### src/hw/adc_seq_map.vh
// Purpose: shared constants of the conversion sequencer
// Assumes: included by its bare name
// Notes:   widths, one-hot states, data reduction modes
`ifndef ADC_SEQ_MAP_VH
`define ADC_SEQ_MAP_VH

// converter geometry
`define ADC_NUM_CH      9
`define ADC_RES_BITS    10
`define ADC_MSB_IDX     4'h9
`define ADC_LSB_FULL    4'h0
`define ADC_LSB_LOW     4'h2
`define ADC_TRIAL_MSB   10'h200
`define ADC_NUM_RES     8
`define ADC_RES_W       13
`define ADC_Q_DEPTH     4
`define ADC_Q_FULL      3'h4

// sequencer states, one-hot
`define ST_IDLE         5'h01
`define ST_BWPRE        5'h02
`define ST_SAMPLE       5'h04
`define ST_CONV         5'h08
`define ST_STORE        5'h10

// data reduction modes
`define RED_NONE        2'h0
`define RED_LIMIT       2'h1
`define RED_ACCUM       2'h2

// request source codes
`define SRC_INS         2'h0
`define SRC_PAR         2'h1
`define SRC_QUE         2'h2

`endif

### src/hw/adc_conversion_sequencer.v
// Purpose: request arbitration, bit-trial sequencing and result storage
//          for two successive-approximation converter units
// Assumes: comparator inputs settle within one step; all inputs synchronous
// Notes:   unit b converts only in synchronized mode, alongside unit a
`timescale 1ns/1ns
`include "adc_seq_map.vh"

module adc_conversion_sequencer #(
   parameter ACC_W = 4
)(
   // clock and reset
   input  wire         core_clk_i,
   input  wire         rst_i,
   // timing and mode
   input  wire [7:0]   sample_cycles_i,
   input  wire [7:0]   step_cycles_i,
   input  wire         low_res_i,
   input  wire         sync_mode_i,
   input  wire [3:0]   sync_ch_i,
   input  wire         auto_pd_i,
   input  wire         ext_mux_en_i,
   // data reduction and result storage
   input  wire [1:0]   red_mode_i,
   input  wire [9:0]   lim_lo_i,
   input  wire [9:0]   lim_hi_i,
   input  wire [ACC_W-1:0] acc_num_i,
   input  wire         chain_i,
   input  wire [7:0]   wfr_en_i,
   // test features
   input  wire [8:0]   bw_en_i,
   input  wire         mux_test_i,
   // pins and digital inputs
   input  wire [8:0]   pin_i,
   input  wire [8:0]   dig_dis_i,
   output wire [8:0]   dig_in_o,
   // parallel source
   input  wire [8:0]   par_mask_i,
   input  wire         par_sw_trig_i,
   input  wire         par_ext_trig_i,
   input  wire         par_trig_sel_i,
   input  wire [1:0]   par_prio_i,
   // queued source
   input  wire         q_wr_i,
   input  wire [3:0]   q_ch_i,
   output wire         q_full_o,
   input  wire         q_sw_trig_i,
   input  wire         q_ext_trig_i,
   input  wire         q_trig_sel_i,
   input  wire [1:0]   q_prio_i,
   // inserted conversion
   input  wire         ins_req_i,
   input  wire [3:0]   ins_ch_i,
   input  wire [1:0]   ins_prio_i,
   // analog front end
   input  wire [1:0]   comp_i,
   output reg  [19:0]  dac_o,
   output wire [1:0]   sample_o,
   output reg  [3:0]   ch_sel_a_o,
   output reg  [3:0]   ch_sel_b_o,
   output reg  [2:0]   ext_mux_o,
   output wire [1:0]   pd_o,
   output wire         bw_pre_o,
   output wire         mux_test_o,
   output wire         stall_o,
   // events
   output reg  [1:0]   conv_done_o,
   output reg  [1:0]   limit_evt_o,
   // result read port, through two-entry buffer
   input  wire         rd_req_i,
   input  wire         rd_unit_i,
   input  wire [2:0]   rd_idx_i,
   output wire         rd_ready_o,
   output wire         res_valid_o,
   input  wire         res_ready_i,
   output wire [`ADC_RES_W-1:0] res_data_o,
   output wire [3:0]   res_ch_o,
   output wire         res_fresh_o,
   output wire         res_unit_o
);

   localparam BW = `ADC_RES_W + 6;  // data, channel, fresh, unit

   reg  [4:0]  state_q;
   reg  [7:0]  cnt_q;
   reg  [3:0]  bit_q;
   reg  [1:0]  src_q;
   reg  [8:0]  par_act_q;
   reg  [3:0]  q_mem [0:`ADC_Q_DEPTH-1];
   reg  [1:0]  q_wp_q;
   reg  [1:0]  q_rp_q;
   reg  [2:0]  q_cnt_q;
   reg         q_run_q;
   reg         ins_pend_q;
   reg  [3:0]  ins_ch_q;
   reg  [BW-1:0] buf_q [0:1];
   reg  [1:0]  buf_cnt_q;
   wire [1:0]  blk_w;
   wire [2*BW-1:0] rword_w;
   wire [1:0]  lim_w;
   wire [3:0]  lsb_w = low_res_i ? `ADC_LSB_LOW : `ADC_LSB_FULL;
   wire        step_end = state_q[3] && (cnt_q == 8'h00);
   wire        storing  = state_q[4];

   // digital readback, gated per pin; disabled pins read zero
   assign dig_in_o = pin_i & ~dig_dis_i;

   // trigger selection per source
   wire par_go = par_trig_sel_i ? par_ext_trig_i : par_sw_trig_i;
   wire q_go   = q_trig_sel_i ? q_ext_trig_i : q_sw_trig_i;

   // lowest active channel of the parallel source is next
   reg [3:0] par_ch;
   integer   k;
   always @*
   begin
      par_ch = 4'h0;
      for (k = `ADC_NUM_CH - 1; k >= 0; k = k - 1)
         if (par_act_q[k])
            par_ch = k[3:0];
   end

   // priority arbiter; ties go insert, then parallel, then queue
   wire       par_req = |par_act_q;
   wire       q_req   = q_run_q && (q_cnt_q != 3'h0);
   reg  [1:0] win_src;
   reg  [3:0] win_ch;
   reg        win_any;
   always @*
   begin
      win_any = ins_pend_q | par_req | q_req;
      win_src = `SRC_QUE;
      win_ch  = q_mem[q_rp_q];
      if (par_req && (!q_req || par_prio_i >= q_prio_i))
      begin
         win_src = `SRC_PAR;
         win_ch  = par_ch;
      end
      if (ins_pend_q && ((!par_req || ins_prio_i >= par_prio_i) &&
                         (!q_req || ins_prio_i >= q_prio_i)))
      begin
         win_src = `SRC_INS;
         win_ch  = ins_ch_q;
      end
   end

   // hold off while a protected target is unread, on either active unit
   wire tgt_blk = blk_w[0] | (sync_mode_i & blk_w[1]);
   wire grant   = state_q[0] && win_any && !tgt_blk;
   assign stall_o = state_q[0] && win_any && tgt_blk;

   // sequencer
   always @(posedge core_clk_i or posedge rst_i)
   begin
      if (rst_i)
      begin
         state_q    <= `ST_IDLE;
         cnt_q      <= 8'h00;
         bit_q      <= 4'h0;
         src_q      <= 2'h0;
         ch_sel_a_o <= 4'h0;
         ch_sel_b_o <= 4'h0;
         ext_mux_o  <= 3'h0;
      end
      else
      begin
         case (state_q)
            `ST_IDLE:
               if (grant)
               begin
                  src_q      <= win_src;
                  ch_sel_a_o <= win_ch;
                  ch_sel_b_o <= sync_ch_i;
                  cnt_q      <= sample_cycles_i;
                  state_q    <= bw_en_i[win_ch] ? `ST_BWPRE : `ST_SAMPLE;
               end
            `ST_BWPRE:
               if (cnt_q == 8'h00)
               begin
                  cnt_q   <= sample_cycles_i;
                  state_q <= `ST_SAMPLE;
               end
               else
                  cnt_q <= cnt_q - 8'h01;
            `ST_SAMPLE:
               if (cnt_q == 8'h00)
               begin
                  cnt_q   <= step_cycles_i;
                  bit_q   <= `ADC_MSB_IDX;
                  state_q <= `ST_CONV;
               end
               else
                  cnt_q <= cnt_q - 8'h01;
            `ST_CONV:
               if (cnt_q != 8'h00)
                  cnt_q <= cnt_q - 8'h01;
               else if (bit_q == lsb_w)
                  state_q <= `ST_STORE;
               else
               begin
                  bit_q <= bit_q - 4'h1;
                  cnt_q <= step_cycles_i;
               end
            `ST_STORE:
            begin
               // next external mux input once this one is done
               if (ext_mux_en_i)
                  ext_mux_o <= ext_mux_o + 3'h1;
               state_q <= `ST_IDLE;
            end
            default:
               state_q <= `ST_IDLE;
         endcase
      end
   end

   // analog control strobes; unit b only joins in synchronized mode
   assign sample_o   = {sync_mode_i & state_q[2], state_q[2]};
   assign bw_pre_o   = state_q[1];
   assign mux_test_o = mux_test_i & state_q[2];
   assign pd_o = {2{auto_pd_i & state_q[0]}} | {~sync_mode_i, 1'b0};

   // request bookkeeping; a source entry is consumed only when its conversion
   // completes, so an inserted conversion leaves the others untouched
   wire done_par = storing && (src_q == `SRC_PAR);
   wire done_q   = storing && (src_q == `SRC_QUE);
   wire done_ins = storing && (src_q == `SRC_INS);
   wire q_push   = q_wr_i && (q_cnt_q != `ADC_Q_FULL);
   assign q_full_o = (q_cnt_q == `ADC_Q_FULL);
   always @(posedge core_clk_i or posedge rst_i)
   begin
      if (rst_i)
      begin
         par_act_q  <= 9'h000;
         q_wp_q     <= 2'h0;
         q_rp_q     <= 2'h0;
         q_cnt_q    <= 3'h0;
         q_run_q    <= 1'b0;
         ins_pend_q <= 1'b0;
         ins_ch_q   <= 4'h0;
      end
      else
      begin
         // trigger sets win over completion clears
         par_act_q <= (par_act_q & ~(done_par ? (9'h001 << ch_sel_a_o) : 9'h000)) |
                      (par_go ? par_mask_i : 9'h000);
         if (q_push)
         begin
            q_mem[q_wp_q] <= q_ch_i;
            q_wp_q        <= q_wp_q + 2'h1;
         end
         if (done_q)
            q_rp_q <= q_rp_q + 2'h1;
         q_cnt_q <= q_cnt_q + {2'h0, q_push} - {2'h0, done_q};
         if (q_go)
            q_run_q <= 1'b1;
         else if (q_cnt_q == 3'h0)
            q_run_q <= 1'b0;
         if (ins_req_i)
         begin
            ins_pend_q <= 1'b1;
            ins_ch_q   <= ins_ch_i;
         end
         else if (done_ins)
            ins_pend_q <= 1'b0;
      end
   end

   // read acceptance into the output buffer
   wire buf_in_rdy = (buf_cnt_q != 2'h2);
   wire rd_take    = rd_req_i && buf_in_rdy;
   assign rd_ready_o = buf_in_rdy;

   // per-unit bit trial, reduction and result registers
   genvar u;
   generate
      for (u = 0; u < 2; u = u + 1)
      begin : g_unit
         reg  [9:0]             sar_q;
         reg  [`ADC_RES_W+3:0]  mem [0:`ADC_NUM_RES-1];
         reg  [7:0]             val_q;
         reg  [2:0]             wp_q;
         reg  [2:0]             rp_q;
         reg  [`ADC_RES_W-1:0]  acc_q;
         reg  [ACC_W-1:0]       acc_n_q;
         wire                   act = (u == 0) | sync_mode_i;
         wire [3:0]             ch  = (u == 0) ? ch_sel_a_o : ch_sel_b_o;
         wire [2:0]             tgt = chain_i ? wp_q : ch[2:0];
         // guard looks at the register the next grant would write, not the last one
         wire [3:0]             nch = (u == 0) ? win_ch : sync_ch_i;
         wire [2:0]             nxt = chain_i ? wp_q : nch[2:0];
         wire [9:0]             res = low_res_i ? {2'b00, sar_q[9:2]} : sar_q;
         wire                   outl = (res < lim_lo_i) || (res > lim_hi_i);
         wire                   acc_last = (acc_n_q == acc_num_i);
         wire [`ADC_RES_W-1:0]  acc_sum = acc_q + {3'h0, res};
         wire                   keep = (red_mode_i == `RED_LIMIT) ? outl :
                                       (red_mode_i == `RED_ACCUM) ? acc_last : 1'b1;
         wire                   wr = storing && act && keep;
         wire                   rd = rd_take && (rd_unit_i == u);
         wire [2:0]             ri = chain_i ? rp_q : rd_idx_i;
         wire [`ADC_RES_W-1:0]  wdat = (red_mode_i == `RED_ACCUM) ? acc_sum
                                                                 : {3'h0, res};

         assign blk_w[u] = val_q[nxt] & wfr_en_i[nxt];
         assign lim_w[u] = storing && act && (red_mode_i == `RED_LIMIT) && outl;
         assign rword_w[u*BW +: BW] = {mem[ri], val_q[ri], (u == 1)};

         always @(posedge core_clk_i or posedge rst_i)
         begin
            if (rst_i)
            begin
               sar_q   <= 10'h000;
               val_q   <= 8'h00;
               wp_q    <= 3'h0;
               rp_q    <= 3'h0;
               acc_q   <= {`ADC_RES_W{1'b0}};
               acc_n_q <= {ACC_W{1'b0}};
            end
            else
            begin
               // keep or drop each trial bit on the comparator answer
               if (state_q[2])
                  sar_q <= `ADC_TRIAL_MSB;
               else if (step_end && act)
               begin
                  sar_q[bit_q] <= comp_i[u];
                  if (bit_q != lsb_w)
                     sar_q[bit_q - 4'h1] <= 1'b1;
               end
               // accumulation restarts after each stored sum
               if (storing && act && (red_mode_i == `RED_ACCUM))
               begin
                  acc_q   <= acc_last ? {`ADC_RES_W{1'b0}} : acc_sum;
                  acc_n_q <= acc_last ? {ACC_W{1'b0}} : acc_n_q + 1'b1;
               end
               if (wr)
               begin
                  mem[tgt] <= {wdat, ch};
                  if (chain_i)
                     wp_q <= wp_q + 3'h1;
               end
               // a chained read, or an overwrite of the unread oldest word, moves the
               // read pointer; both in one cycle still move it by one
               if (chain_i && ((rd && val_q[ri]) || (wr && val_q[tgt] && rp_q == wp_q)))
                  rp_q <= rp_q + 3'h1;
               // a fresh store wins over a read clear of the same register
               val_q <= (val_q & ~((rd ? 8'h01 : 8'h00) << ri)) |
                        ((wr ? 8'h01 : 8'h00) << tgt);
            end
         end
      end
   endgenerate

   // trial codes to the converter arrays, events to the outside
   always @(posedge core_clk_i or posedge rst_i)
   begin
      if (rst_i)
      begin
         dac_o       <= 20'h00000;
         conv_done_o <= 2'h0;
         limit_evt_o <= 2'h0;
      end
      else
      begin
         dac_o       <= {g_unit[1].sar_q, g_unit[0].sar_q};
         conv_done_o <= {storing & sync_mode_i, storing};
         limit_evt_o <= lim_w;
      end
   end

   // two-entry buffer: a stalled reader or transfer controller loses nothing
   wire [BW-1:0] rsel = rword_w[rd_unit_i*BW +: BW];
   wire          pop  = res_ready_i && (buf_cnt_q != 2'h0);
   always @(posedge core_clk_i or posedge rst_i)
   begin
      if (rst_i)
      begin
         buf_cnt_q <= 2'h0;
         buf_q[0]  <= {BW{1'b0}};
         buf_q[1]  <= {BW{1'b0}};
      end
      else
      begin
         if (pop)
            buf_q[0] <= buf_q[1];
         if (rd_take)
         begin
            if (buf_cnt_q == 2'h0 || (buf_cnt_q == 2'h1 && pop))
               buf_q[0] <= rsel;
            else
               buf_q[1] <= rsel;   // one word held and staying: new one goes behind it
         end
         buf_cnt_q <= buf_cnt_q + {1'b0, rd_take} - {1'b0, pop};
      end
   end

   assign res_valid_o = (buf_cnt_q != 2'h0);
   assign res_data_o  = buf_q[0][BW-1 -: `ADC_RES_W];
   assign res_ch_o    = buf_q[0][5:2];
   assign res_fresh_o = buf_q[0][1];
   assign res_unit_o  = buf_q[0][0];

endmodule

### config.mk
export PLATFORM = sky130hd
export DESIGN_NAME = adc_conversion_sequencer
export DESIGN_NICKNAME = d
export VERILOG_FILES = /design/src/hw/adc_conversion_sequencer.v
export VERILOG_INCLUDE_DIRS = /design/src /design/src/hw
export SDC_FILE = /design/constraint.sdc
export NUM_CORES = 1
export LEC_CHECK = 0
export BUFFER_PORTS_ARGS = -buffer_cell sky130_fd_sc_hd__buf_2
export CAP_MARGIN = 10
export CORE_MARGIN = 2
export CORE_UTILIZATION = 50
export CTS_CLUSTER_DIAMETER = 150
export DETAILED_ROUTE_END_ITERATION = 16
export PLACE_DENSITY = 0.69
export SETUP_SLACK_MARGIN = 0.1
export SLEW_MARGIN = 25
export SYNTH_ARGS = -nofsm -noshare
export SYNTH_HDL_FRONTEND = slang
export SYNTH_SLANG_ARGS = --single-unit
export TNS_END_PERCENT = 30
### constraint.sdc
create_clock -name core_clk_i -period 8 [get_ports core_clk_i]
set_clock_uncertainty 0.15 [all_clocks]
set_input_delay 0.4 -clock core_clk_i [delete_from_list [all_inputs] [get_ports core_clk_i]]
set_output_delay 0.4 -clock core_clk_i [all_outputs]
set_load 0.01 [all_outputs]
Word level (Yosys, flattened, before mapping)
Memory sizes are Yosys's and may differ from the RTL's.
Index checks and enable logic that the tools add are counted.
{ "totals": {"ff_bits": 198, "mem_bits_rw": 288, "inputBits": 128, "out_inout_bits": 73, "word_cells": 305, "n_memories": 3} }
{ "classes": {"addsub": 17, "mul": 1, "order_cmp": 18, "n_eq_ne": 26, "n_shift": 6, "n_mux": 101, "n_bitwise": 27, "n_reduce_logical": 74} }
{ "mem_list": {"columns": ["memory", "words", "word_bits", "rd", "rd_ports_with_merged_regs", "write_ports", "line_no", "rtl"], "rows": [
  ["g_unit[0].mem", 8, 17, 1, 0, 1, "adc_conversion_sequencer.v:279", "reg [`ADC_RES_W+3:0] mem [0:`ADC_NUM_RES-1];"],
  ["g_unit[1].mem", 8, 17, 1, 0, 1, "adc_conversion_sequencer.v:279", null],
  ["q_mem", 4, 4, 1, 0, 1, "adc_conversion_sequencer.v:88", "reg [3:0] q_mem [0:`ADC_Q_DEPTH-1];"]
]} }
{ "ops": {"columns": ["op", "n"], "rows": [
  ["2-to-1 mux 10 bit", 8],
  ["2-to-1 mux 4 bit", 16],
  ["2-to-1 mux 19 bit", 3],
  ["2-to-1 mux 13 bit", 4],
  ["logical AND 1 bit", 40],
  ["2-to-1 mux 8 bit", 5],
  ["2-to-1 mux 38 bit", 1],
  ["indexed part select 38 x 7 -> 19 bit", 1],
  ["one-hot mux 8 bit (4 select lines)", 1],
  ["<< shifter 1 x 3 -> 8 bit", 4],
  ["2-to-1 mux 1 bit", 31],
  ["adder 13 x 10 -> 13 bit", 2],
  ["2-to-1 mux 5 bit", 5],
  ["binary-select mux 1 bit (select 3 bit)", 8],
  ["< comparator 3 x 4 -> 1 bit (second input constant)", 6],
  ["2-to-1 mux 3 bit", 7],
  ["bitwise mux 10 bit", 2],
  ["greater-than comparator 10 bit", 2],
  ["< comparator 10 bit", 2],
  ["OR 10 bit", 2],
  ["one-hot mux 5 bit (4 select lines)", 1],
  ["AND 9 bit", 2],
  ["2-to-1 mux 9 bit", 2],
  ["NOT 9 bit", 2],
  ["54 further kinds", 113]
]} }

Depth between registers and ports, before layout
Gate-level depths: netlist of run 1.
{ "depth": {"depth_word": 20, "mapped_depth": 14, "depth_no_buf": 14} }

Worst setup path after synthesis of run 1
No wires, ideal clock.
{ "synth_timing": {"path_type": "input to register", "start": "in rst_i", "end": "mem g_unit[1].mem[0][0] in the netlist's numbering (enable)", "setup_ns": 0.392, "arrival_time_ns": 6.390, "t_required_ns": 7.458, "slack_ns": 1.068, "path_stages": 4, "n_path_buf": 1, "path_cell_list": "clkbuf_1 -> inv_1 -> nand3_1 -> nor2_1"} }
{ "synth_via": {"elab_chain_cells": 3} }
{ "synth_rtl": {"columns": ["item", "line_no", "rtl"], "rows": [
  ["from (decl)", "adc_conversion_sequencer.v:13", "input wire rst_i,"],
  ["zero test 1 bit (no line)", null, null],
  ["logical AND 1 bit (implied by the code)", "adc_conversion_sequencer.v:337", "mem[tgt] <= {wdat, ch};"],
  ["2-to-1 mux 1 bit (implied by the code)", "adc_conversion_sequencer.v:337", null],
  ["to (decl)", "adc_conversion_sequencer.v:279", null]
]} }
No other way between the ends.

Final worst setup path of run 1
{ "layout_timing": {"start": "reg par_act_q[1]", "end": "out stall_o"} }
{ "layout_via": {"elab_chain_cells": 12, "word_cells_on_any_way": 21, "classes_between": "9 x mux; 4 x bitwise; 8 x reduce/logical"} }
{ "layout_rtl": {"columns": ["item", "line_no", "rtl"], "rows": [
  ["from (decl)", "adc_conversion_sequencer.v:87", "reg [8:0] par_act_q;"],
  ["from (signal assigned)", "adc_conversion_sequencer.v:244", "par_act_q <= (par_act_q & ~(done_par ? (9'h001 << ch_sel_a_o) : 9'h000)) |"],
  ["OR reduction 9 bit", "adc_conversion_sequencer.v:123", "wire par_req = |par_act_q;"],
  ["zero test 1 bit", "adc_conversion_sequencer.v:138", "if (ins_pend_q && ((!par_req || ins_prio_i >= par_prio_i) &&"],
  ["logical OR 1 bit", "adc_conversion_sequencer.v:138", null],
  ["logical AND 1 bit (2 in a row)", "adc_conversion_sequencer.v:138", null],
  ["2-to-1 mux 4 bit", "adc_conversion_sequencer.v:138", null],
  ["2-to-1 mux 3 bit", "adc_conversion_sequencer.v:290", "wire [2:0] nxt = chain_i ? wp_q : nch[2:0];"],
  ["binary-select mux 1 bit (select 3 bit)", "adc_conversion_sequencer.v:303", "assign blk_w[u] = val_q[nxt] & wfr_en_i[nxt];"],
  ["2-to-1 mux 1 bit (implied by the code)", "adc_conversion_sequencer.v:303", null],
  ["AND 1 bit", "adc_conversion_sequencer.v:303", null],
  ["OR 1 bit", "adc_conversion_sequencer.v:147", "wire tgt_blk = blk_w[0] | (sync_mode_i & blk_w[1]);"],
  ["logical AND 1 bit (*)", "adc_conversion_sequencer.v:149", "assign stall_o = state_q[0] && win_any && tgt_blk;"],
  ["to (decl)", "adc_conversion_sequencer.v:64", "output wire stall_o,"]
]} }
Every way passes the cells marked *; elsewhere a longest branch is shown, timed or not. The select of a mux whose other input is x is not followed.

==> flow_summary.toml, run 1 <==
[outcome]
outcome = "completed"

[clock_network]
path_clk_slew_ns = 0.06
hold_buffers = 42
clock_latency_ns = 0.60
cts_tree = "built"
cts_max_level = 2
clkSinkCount = 486
clock_path_buffers = 3
cts_resized = 0
cts_root_buf = "clkbuf_16"
cts_made_buffers = 50
cts_setup_buffers = 0

[drt]
wire_per_inst_um = 21.82
first_iter_violations = 1505
wl_um = 58820
drc = 0
firstDrtPassIters = 6
ant_nets = 0
via_count = 15818
vias_per_cell = 5.867

[grt]
grt_usage_pct = 24.57
grt_pass1_wl_um = 90600
grt_overflow = 0
grt_pass1_vias = 15627
antenna_found_initial = 2
grt_max_degree = 83

[place]
dp_cells = 2559
portBuffers = 200
hpwl_um = 40930
gp_congestion = 0.8971

[yosys]
synth_cell_types = 78
yosysSeqAreaShare_pct = 58.20
synth_seq_cells = 486
ys.flop_type = "edfxtp_1"
synthTopCellsByArea = "edfxtp_1 (37%), dfrtp_1 (21%), mux4_2 (7.3%)"
synth_top_area_cell = "edfxtp_1"
synth-async-reset-ratio_pct = 40.74
avgSynthCellArea_um2 = 12.91
syn-num-nets = 2027
synth_edf_count = 288
synth_cells = 1811
ys_warn_count = 0
netlist_area_um2 = 23370
synth_top_cell_area_share_pct = 37.00

[worst_setup_path]
cp_data_arrival_time_ns = 4.12
cp-start-kind = "flop"
crit_top_cell = "nor2_1"
slowest_delay_ns = 0.60
cp_max_fo = 9
crit_chain = "or4_1 -> or3_1 -> a2111oi_0 -> a31o_1 -> nor2_1 -> nor3b_1 -> o221ai_1 -> and3b_4 -> nor2_1 -> buf_2"
crit_path_end_kind = "output pin"
crit_type = "flop to output pin"
required_ns = 7.45
cp_slowest_cell = "or4_1"

[finish]
n_fill_cell = 3610
final_util_pct = 58.80
drive_above_1_share_pct = 22.37
mostFrequentLayoutCells = "edfxtp_1 (288), buf_2 (200), dfrtp_1 (197)"
final_common_cell = "edfxtp_1"
final_cells = 2696
nets = 2262
syn2layout_area_growth_pct = 16.62

[floorplanning]
io-pin-count = 201
start_util_pct = 50.42
core-area_um2 = 46360
dieArea_um2 = 48490
die_w_um = 220.2
num_rows = 79
fp.dieH_um = 220.2

[sta]
fin_crit_sh_pct = 58.44
fmax_mhz = 213.9
tightest_slew_ns = 1.003
fin_tns_setup_ns = 0
max_slew_margin_pct = 32.88
setup_violations = 0
slew_violations = 0
fin_hold_ws_ns = 0.03196
rsz0062_at_grt = "no"
min_period_ns = 4.675
hold_viol = 0

[power_and_ir_drop]
power.density_nw_per_um2 = 252.7
p_leak_uw = 0.01124
ir_drop_mv = 0.1563

[worst_hold_path]
hold_class = "primary input to flop"

[run]
maxCapViolations = 0
==> layer usage <==
metal  part of all wire (%)  up-vias  global-route usage, %
met5                  0.022        -                      0
met3                    6.1      122                  4.357
met1                     42     7902                  34.07
met4                    3.4        2                  8.725
li1                       -     7268                      -
met2                     48      524                  39.25
==> cell type report <==
| cell class | count | area, um^2 | area share, % |
|---|---|---|---|
| flip-flops and latches | 486 | 13600 | 49.91 |
| clock inverters | 33 | 420.4 | 1.542 |
| repair buffers | 272 | 1647 | 6.041 |
| multi-input cells | 1174 | 9238 | 33.89 |
| inverters | 62 | 240.2 | 0.8813 |
| diodes | 1 | 2.502 | 0.009180 |
| clock buffers | 61 | 1348 | 4.944 |
| well taps | 607 | 759.5 | 2.786 |
==> worst paths after layout <==
| path | startpoint | to | slack [ns] | cells past startpoint |
|---|---|---|---|---|
| setup / recovery | par_act_q[1]$_DFF_PP0_ | stall_o | 3.33 | 10 |
| min in group asynchronous | rst_i | par_act_q[8]$_DFF_PP0_ | 0.53 | 3 |
| max in group asynchronous | rst_i | buf_q[1]$_DFFE_PP0P_ | 5.15 | 5 |
| hold reg to reg | g_unit[0].sar_q[0]$_DFFE_PP0P_ | dac_o[0]$_DFF_PP0_ | 0.29 | 0 |
| hold / removal | step_cycles_i[1] | cnt_q[1]$_DFFE_PP0P_ | 0.03 | 3 |
| setup reg to reg | par_act_q[1]$_DFF_PP0_ | ch_sel_a_o[0]$_DFFE_PP0P_ | 3.65 | 10 |
==> Yosys cell counts, types with 19 or more instances <==
master and count:
a31oi_1 29, mux4_2 76, nand2b_1 19, nor2_1 126
dfrtp_1 197, a21oi_1 69, nand3_1 22, xor2_1 22
o21ai_0 102, mux2i_1 47, edfxtp_1 288, mux2_2 48
nor2b_1 45, inv_1 61, nand2_1 178, ha_1 85
xnor2_1 36, clkbuf_1 56, a211oi_1 41, a22o_1 22
==> state kept, by name, indices dropped and copies added (netlist names), 3 cells and up <==
name / count
bit_q: 4
buf_q: 19
ch_sel_a_o: 4
ch_sel_b_o: 4
cnt_q: 8
dac_o: 20
ext_mux_o: 3
g_unit.acc_n_q: 8
g_unit.acc_q: 26
g_unit.mem: 272
g_unit.rp_q: 6
g_unit.sar_q: 20
g_unit.val_q: 16
g_unit.wp_q: 6
ins_ch_q: 4
par_act_q: 9
q_cnt_q: 3
q_mem: 16
res_ch_o: 4
res_data_o: 13
state_q: 5
==> where the power goes <==
part	total (uW)	switching [uW]	internal, uW
combinational	1240	706	532
sequential	3160	254	2900
clock	2490	998	1500
total	6890	1960	4930
==> worst max-delay path: cells and delay by family (launching register included) <==
family          cells  cell delay (ns)
simple gates        6             1.88
flops               1             0.40
compound gates      3             1.07
buf+inv             1             0.19
==> per-stage QoR <==
step | power, uW | area, um^2 | worst slack (ns)
2_1_floorplan | 4020 | 23370 | 1.068
3_3_place_gp | 4377 | 25060 | 3.721
3_5_place_dp | 4420 | 25060 | 3.495
4_1_cts | 6935 | 27250 | 3.338
5_1_grt | 7191 | 27260 | 3.123
6_report | 6890 | 27260 | 3.325
==> logic make-up after synthesis <==
group / Yosys count / share of synthesized area [%]
DFF: 486 / 58.20
and+or+nand+nor: 475 / 9.464
AOI/OAI and AO/OA: 371 / 10.37
muxes: 182 / 12.23
buffers and inverters: 151 / 2.757
adders and majority gates: 88 / 4.807
xor gates and xnor gates: 58 / 2.173
Note: power is estimated with default switching activity, not from simulation.
==> run 2: changes to the inputs <==
--- a/config.mk
+++ b/config.mk
@@ -6,13 +6,14 @@
 export SDC_FILE = /design/constraint.sdc
 export NUM_CORES = 1
 export LEC_CHECK = 0
+export ABC_AREA = 1
 export BUFFER_PORTS_ARGS = -buffer_cell sky130_fd_sc_hd__buf_2
 export CAP_MARGIN = 10
 export CORE_MARGIN = 2
 export CORE_UTILIZATION = 50
 export CTS_CLUSTER_DIAMETER = 150
 export DETAILED_ROUTE_END_ITERATION = 16
-export PLACE_DENSITY = 0.69
+export PLACE_DENSITY = 0.71
 export SETUP_SLACK_MARGIN = 0.1
 export SLEW_MARGIN = 25
 export SYNTH_ARGS = -nofsm -noshare
==> constraint.sdc (replaced) <==
create_clock -name core_clk_i -period 3.98 [get_ports core_clk_i]
set_clock_uncertainty 0.15 [all_clocks]
set_input_delay 0.199 -clock core_clk_i [delete_from_list [all_inputs] [get_ports core_clk_i]]
set_output_delay 0.199 -clock core_clk_i [all_outputs]
set_load 0.01 [all_outputs]
==> run 2 against run 1 <==
Against the previous run: wire length grew 9.6%; combinational power rose to 3.6 times the previous value; cell count up 22%; global-route usage up 1.3 points; clock power grew 94%; sequential share of layout area is 1.2 points lower; design area grew 2.5%; first-iteration DRC count is 19% higher; critical path type is now flop to flop; total power is 130% higher; critical endpoint is now g_unit[1].mem[0][12]$_DFFE_PP_.
==> flow_summary.toml, run 2 <==
[run]
maxCapViolations = 0

[finish]
mostFrequentLayoutCells = "nand2_1 (335), nor2_1 (299), edfxtp_1 (288)"
final_common_cell = "nand2_1"
final_cells = 3288
regMostFlops = "g_unit.mem"
drive_above_1_share_pct = 16.95
biggestRegsByFlops = "g_unit.mem: 272 flops, g_unit.acc_q: 26 flops"
largest_reg_flops = 272
nets = 2848
insertedDiodeCount = 0
final_util_pct = 58.91
syn2layout_area_growth_pct = 17.17

[drt]
vias_per_cell = 5.693
via_count = 18720
first_iter_violations = 1785
drc = 0
ant_nets = 0
wire_per_inst_um = 19.61
wl_um = 64480
firstDrtPassIters = 7

[sta]
fin_ws_ns = 0.4110
max_slew_margin_pct = 32.43
fmax_mhz = 280.2
slew_violations = 0
rsz0062_at_grt = "no"
fin_tns_setup_ns = 0
tightest_slew_ns = 1.003
min_period_ns = 3.569
hold_viol = 0
fin_crit_sh_pct = 89.67
setup_violations = 0

[worst_setup_path]
cp-start-kind = "flop"
crit_chain = "inv_1 -> nand2_1 -> o21ai_1 -> inv_1 -> ha_1 -> fa_1 -> nand3_1 -> nand2_1 -> nand3_1 -> nand2_1 -> a21o_1 -> a21oi_1 -> xor2_1 -> o21ai_0"
slowest_delay_ns = 0.79
crit_type = "flop to flop"
reg2reg_slack_ns = 0.41
cp_slowest_cell = "o21ai_0"
path_delay_family = "compound AO/OA/AOI/OAI gates"
crit_path_end_kind = "flop"
cp_data_arrival_time_ns = 3.65
reg2regPathDepth = 14
timing.rr.start = "g_unit[1].sar_q[2]$_DFFE_PP0P_"
cp_max_fo = 8
r2r-end = "g_unit[1].mem[0][12]$_DFFE_PP_"
crit_top_cell = "nand2_1"
crit_buf_inv = 2
required_ns = 4.07

[floorplanning]
die_w_um = 222.4
start_util_pct = 50.28
io-pin-count = 201
core-area_um2 = 47450
fp.dieH_um = 222.4
num_rows = 80
dieArea_um2 = 49470

[yosys]
synth_top_area_cell = "edfxtp_1"
synth_cells = 2371
synthTopCellsByArea = "edfxtp_1 (36%), dfrtp_1 (21%), o21ai_0 (5.4%)"
avgSynthCellArea_um2 = 10.06
yosysSeqAreaShare_pct = 57.03
synth_seq_cells = 486
synth_cell_types = 62
synth_edf_count = 288
ys_warn_count = 0
synth-async-reset-ratio_pct = 40.74
syn-num-nets = 2587
netlist_area_um2 = 23850
ys.flop_type = "edfxtp_1"
synth.most_common_cell = "nand2_1"
synth_top_cells_by_count = "nand2_1 (335), nor2_1 (300), edfxtp_1 (288)"
synth_top_cell_area_share_pct = 36.25

[power_and_ir_drop]
power.density_nw_per_um2 = 570.5
ir_drop_mv = 0.3603
finalPower_uw = 15950
comb_power_share_pct = 27.8
p_seq_share_pct = 41.9
swShare_pct = 34.35
switchingPower_uw = 5477
internal-power_uw = 10470
clock_power_share_pct = 30.4
p_leak_uw = 0.01195

[clock_network]
cts_setup_buffers = 0
clock_path_buffers = 3
cts_max_level = 2
cts_made_buffers = 50
clkSinkCount = 486
clock_latency_ns = 0.59
path_clk_slew_ns = 0.06
cts_root_buf = "clkbuf_16"
cts_tree = "built"

[grt]
grt_max_degree = 180
grt_pass1_wl_um = 100100
grt_overflow = 0
grt_pass1_vias = 18017
antenna_found_initial = 2
grt_usage_pct = 25.87

[place]
hpwl_um = 45270
post-place-ws_ns = 0.2966
dp_cells = 3131
gp_congestion = 0.9401
portBuffers = 200

[worst_hold_path]
whs_endpoint = "g_unit[0].acc_n_q[3]$_DFFE_PP0P_"
hold_class = "primary input to flop"
hp-start = "acc_num_i[0]"
hold_depth = 4

[outcome]
outcome = "completed"
run 2: cell type report:
class	instances	area, um^2
fill	3955	19500
sequential	486	13600
multi-input combinational	1552	8927
timing repair buffer	316	2087
clock buffer	58	1353
inverter	226	855.8
tap	615	769.5
clock inverter	35	352.8
run 2: worst max-delay path by stage:
| stage | end | start | slack [ns] | depth (start not counted) |
|---|---|---|---|---|
| 2_1_floorplan | g_unit[0].mem[0][0]$_DFFE_PP_ | rst_i | -0.73 | 3 |
| 3_3_place_gp | g_unit[0].mem[2][13]$_DFFE_PP_ | low_res_i | 0.41 | 11 |
| 3_5_place_dp | g_unit[0].mem[0][13]$_DFFE_PP_ | low_res_i | 0.30 | 13 |
| 4_1_cts | g_unit[0].mem[4][13]$_DFFE_PP_ | g_unit[0].sar_q[3]$_DFFE_PP0P_ | 0.41 | 11 |
| 5_1_grt | g_unit[0].mem[5][15]$_DFFE_PP_ | g_unit[0].sar_q[3]$_DFFE_PP0P_ | 0.14 | 13 |
| 6_report | g_unit[1].mem[0][12]$_DFFE_PP_ | g_unit[1].sar_q[2]$_DFFE_PP0P_ | 0.41 | 14 |
run 2: kinds of logic (layout without fill, tap and decap cells):
| family | Yosys count | after routing | synth area share, % |
|---|---|---|---|
| DFF | 486 | 486 | 57.03 |
| buffers and inverters | 333 | 635 | 5.791 |
| AOI/OAI and AO/OA | 555 | 555 | 14.01 |
| and+or+nand+nor | 803 | 803 | 14.25 |
| xor gates and xnor gates | 60 | 60 | 2.203 |
| adders and majority gates | 88 | 88 | 4.710 |
| muxes | 46 | 46 | 2.004 |
run 2: tightest hold or removal path: cells and delay by family:
family | cells | cell delay (ns)
buf+inv | 1 | 0.15
xor+xnor | 1 | 0.15
compound gates | 1 | 0.13
simple gates | 1 | 0.08
run 2: through the flow:
stage / hold WS [ns] / instance area [um^2]
finish: 0.03207 / 27950
CTS: 0.0009513 / 27920
detailed placement: 0.2159 / 25590
floorplan: 0.1479 / 23860
global route: 0.06241 / 27950
global placement: 0.2072 / 25580
run 2: power by group through the flow:
stage	registers [uW]	logic, uW	clock network, uW
final	6670	4430	4840
after global routing	6740	4930	5120
after CTS	6660	4410	4930
after detailed placement	6760	4310	0
after global placement	6730	4160	0
after floorplan	6540	3200	0
run 2: repair_timing:
action,CTS,global route
hold buffers,63,0
endpoints found under the hold margin,85,0
resized for setup,0,1
endpoints found under the setup margin,0,8
run 2: routing by layer:
layer  wire, um  track usage, %
met5         21               0
met2      29210           40.82
met4       1786           7.902
met3       5456           4.245
met1      28010           36.96
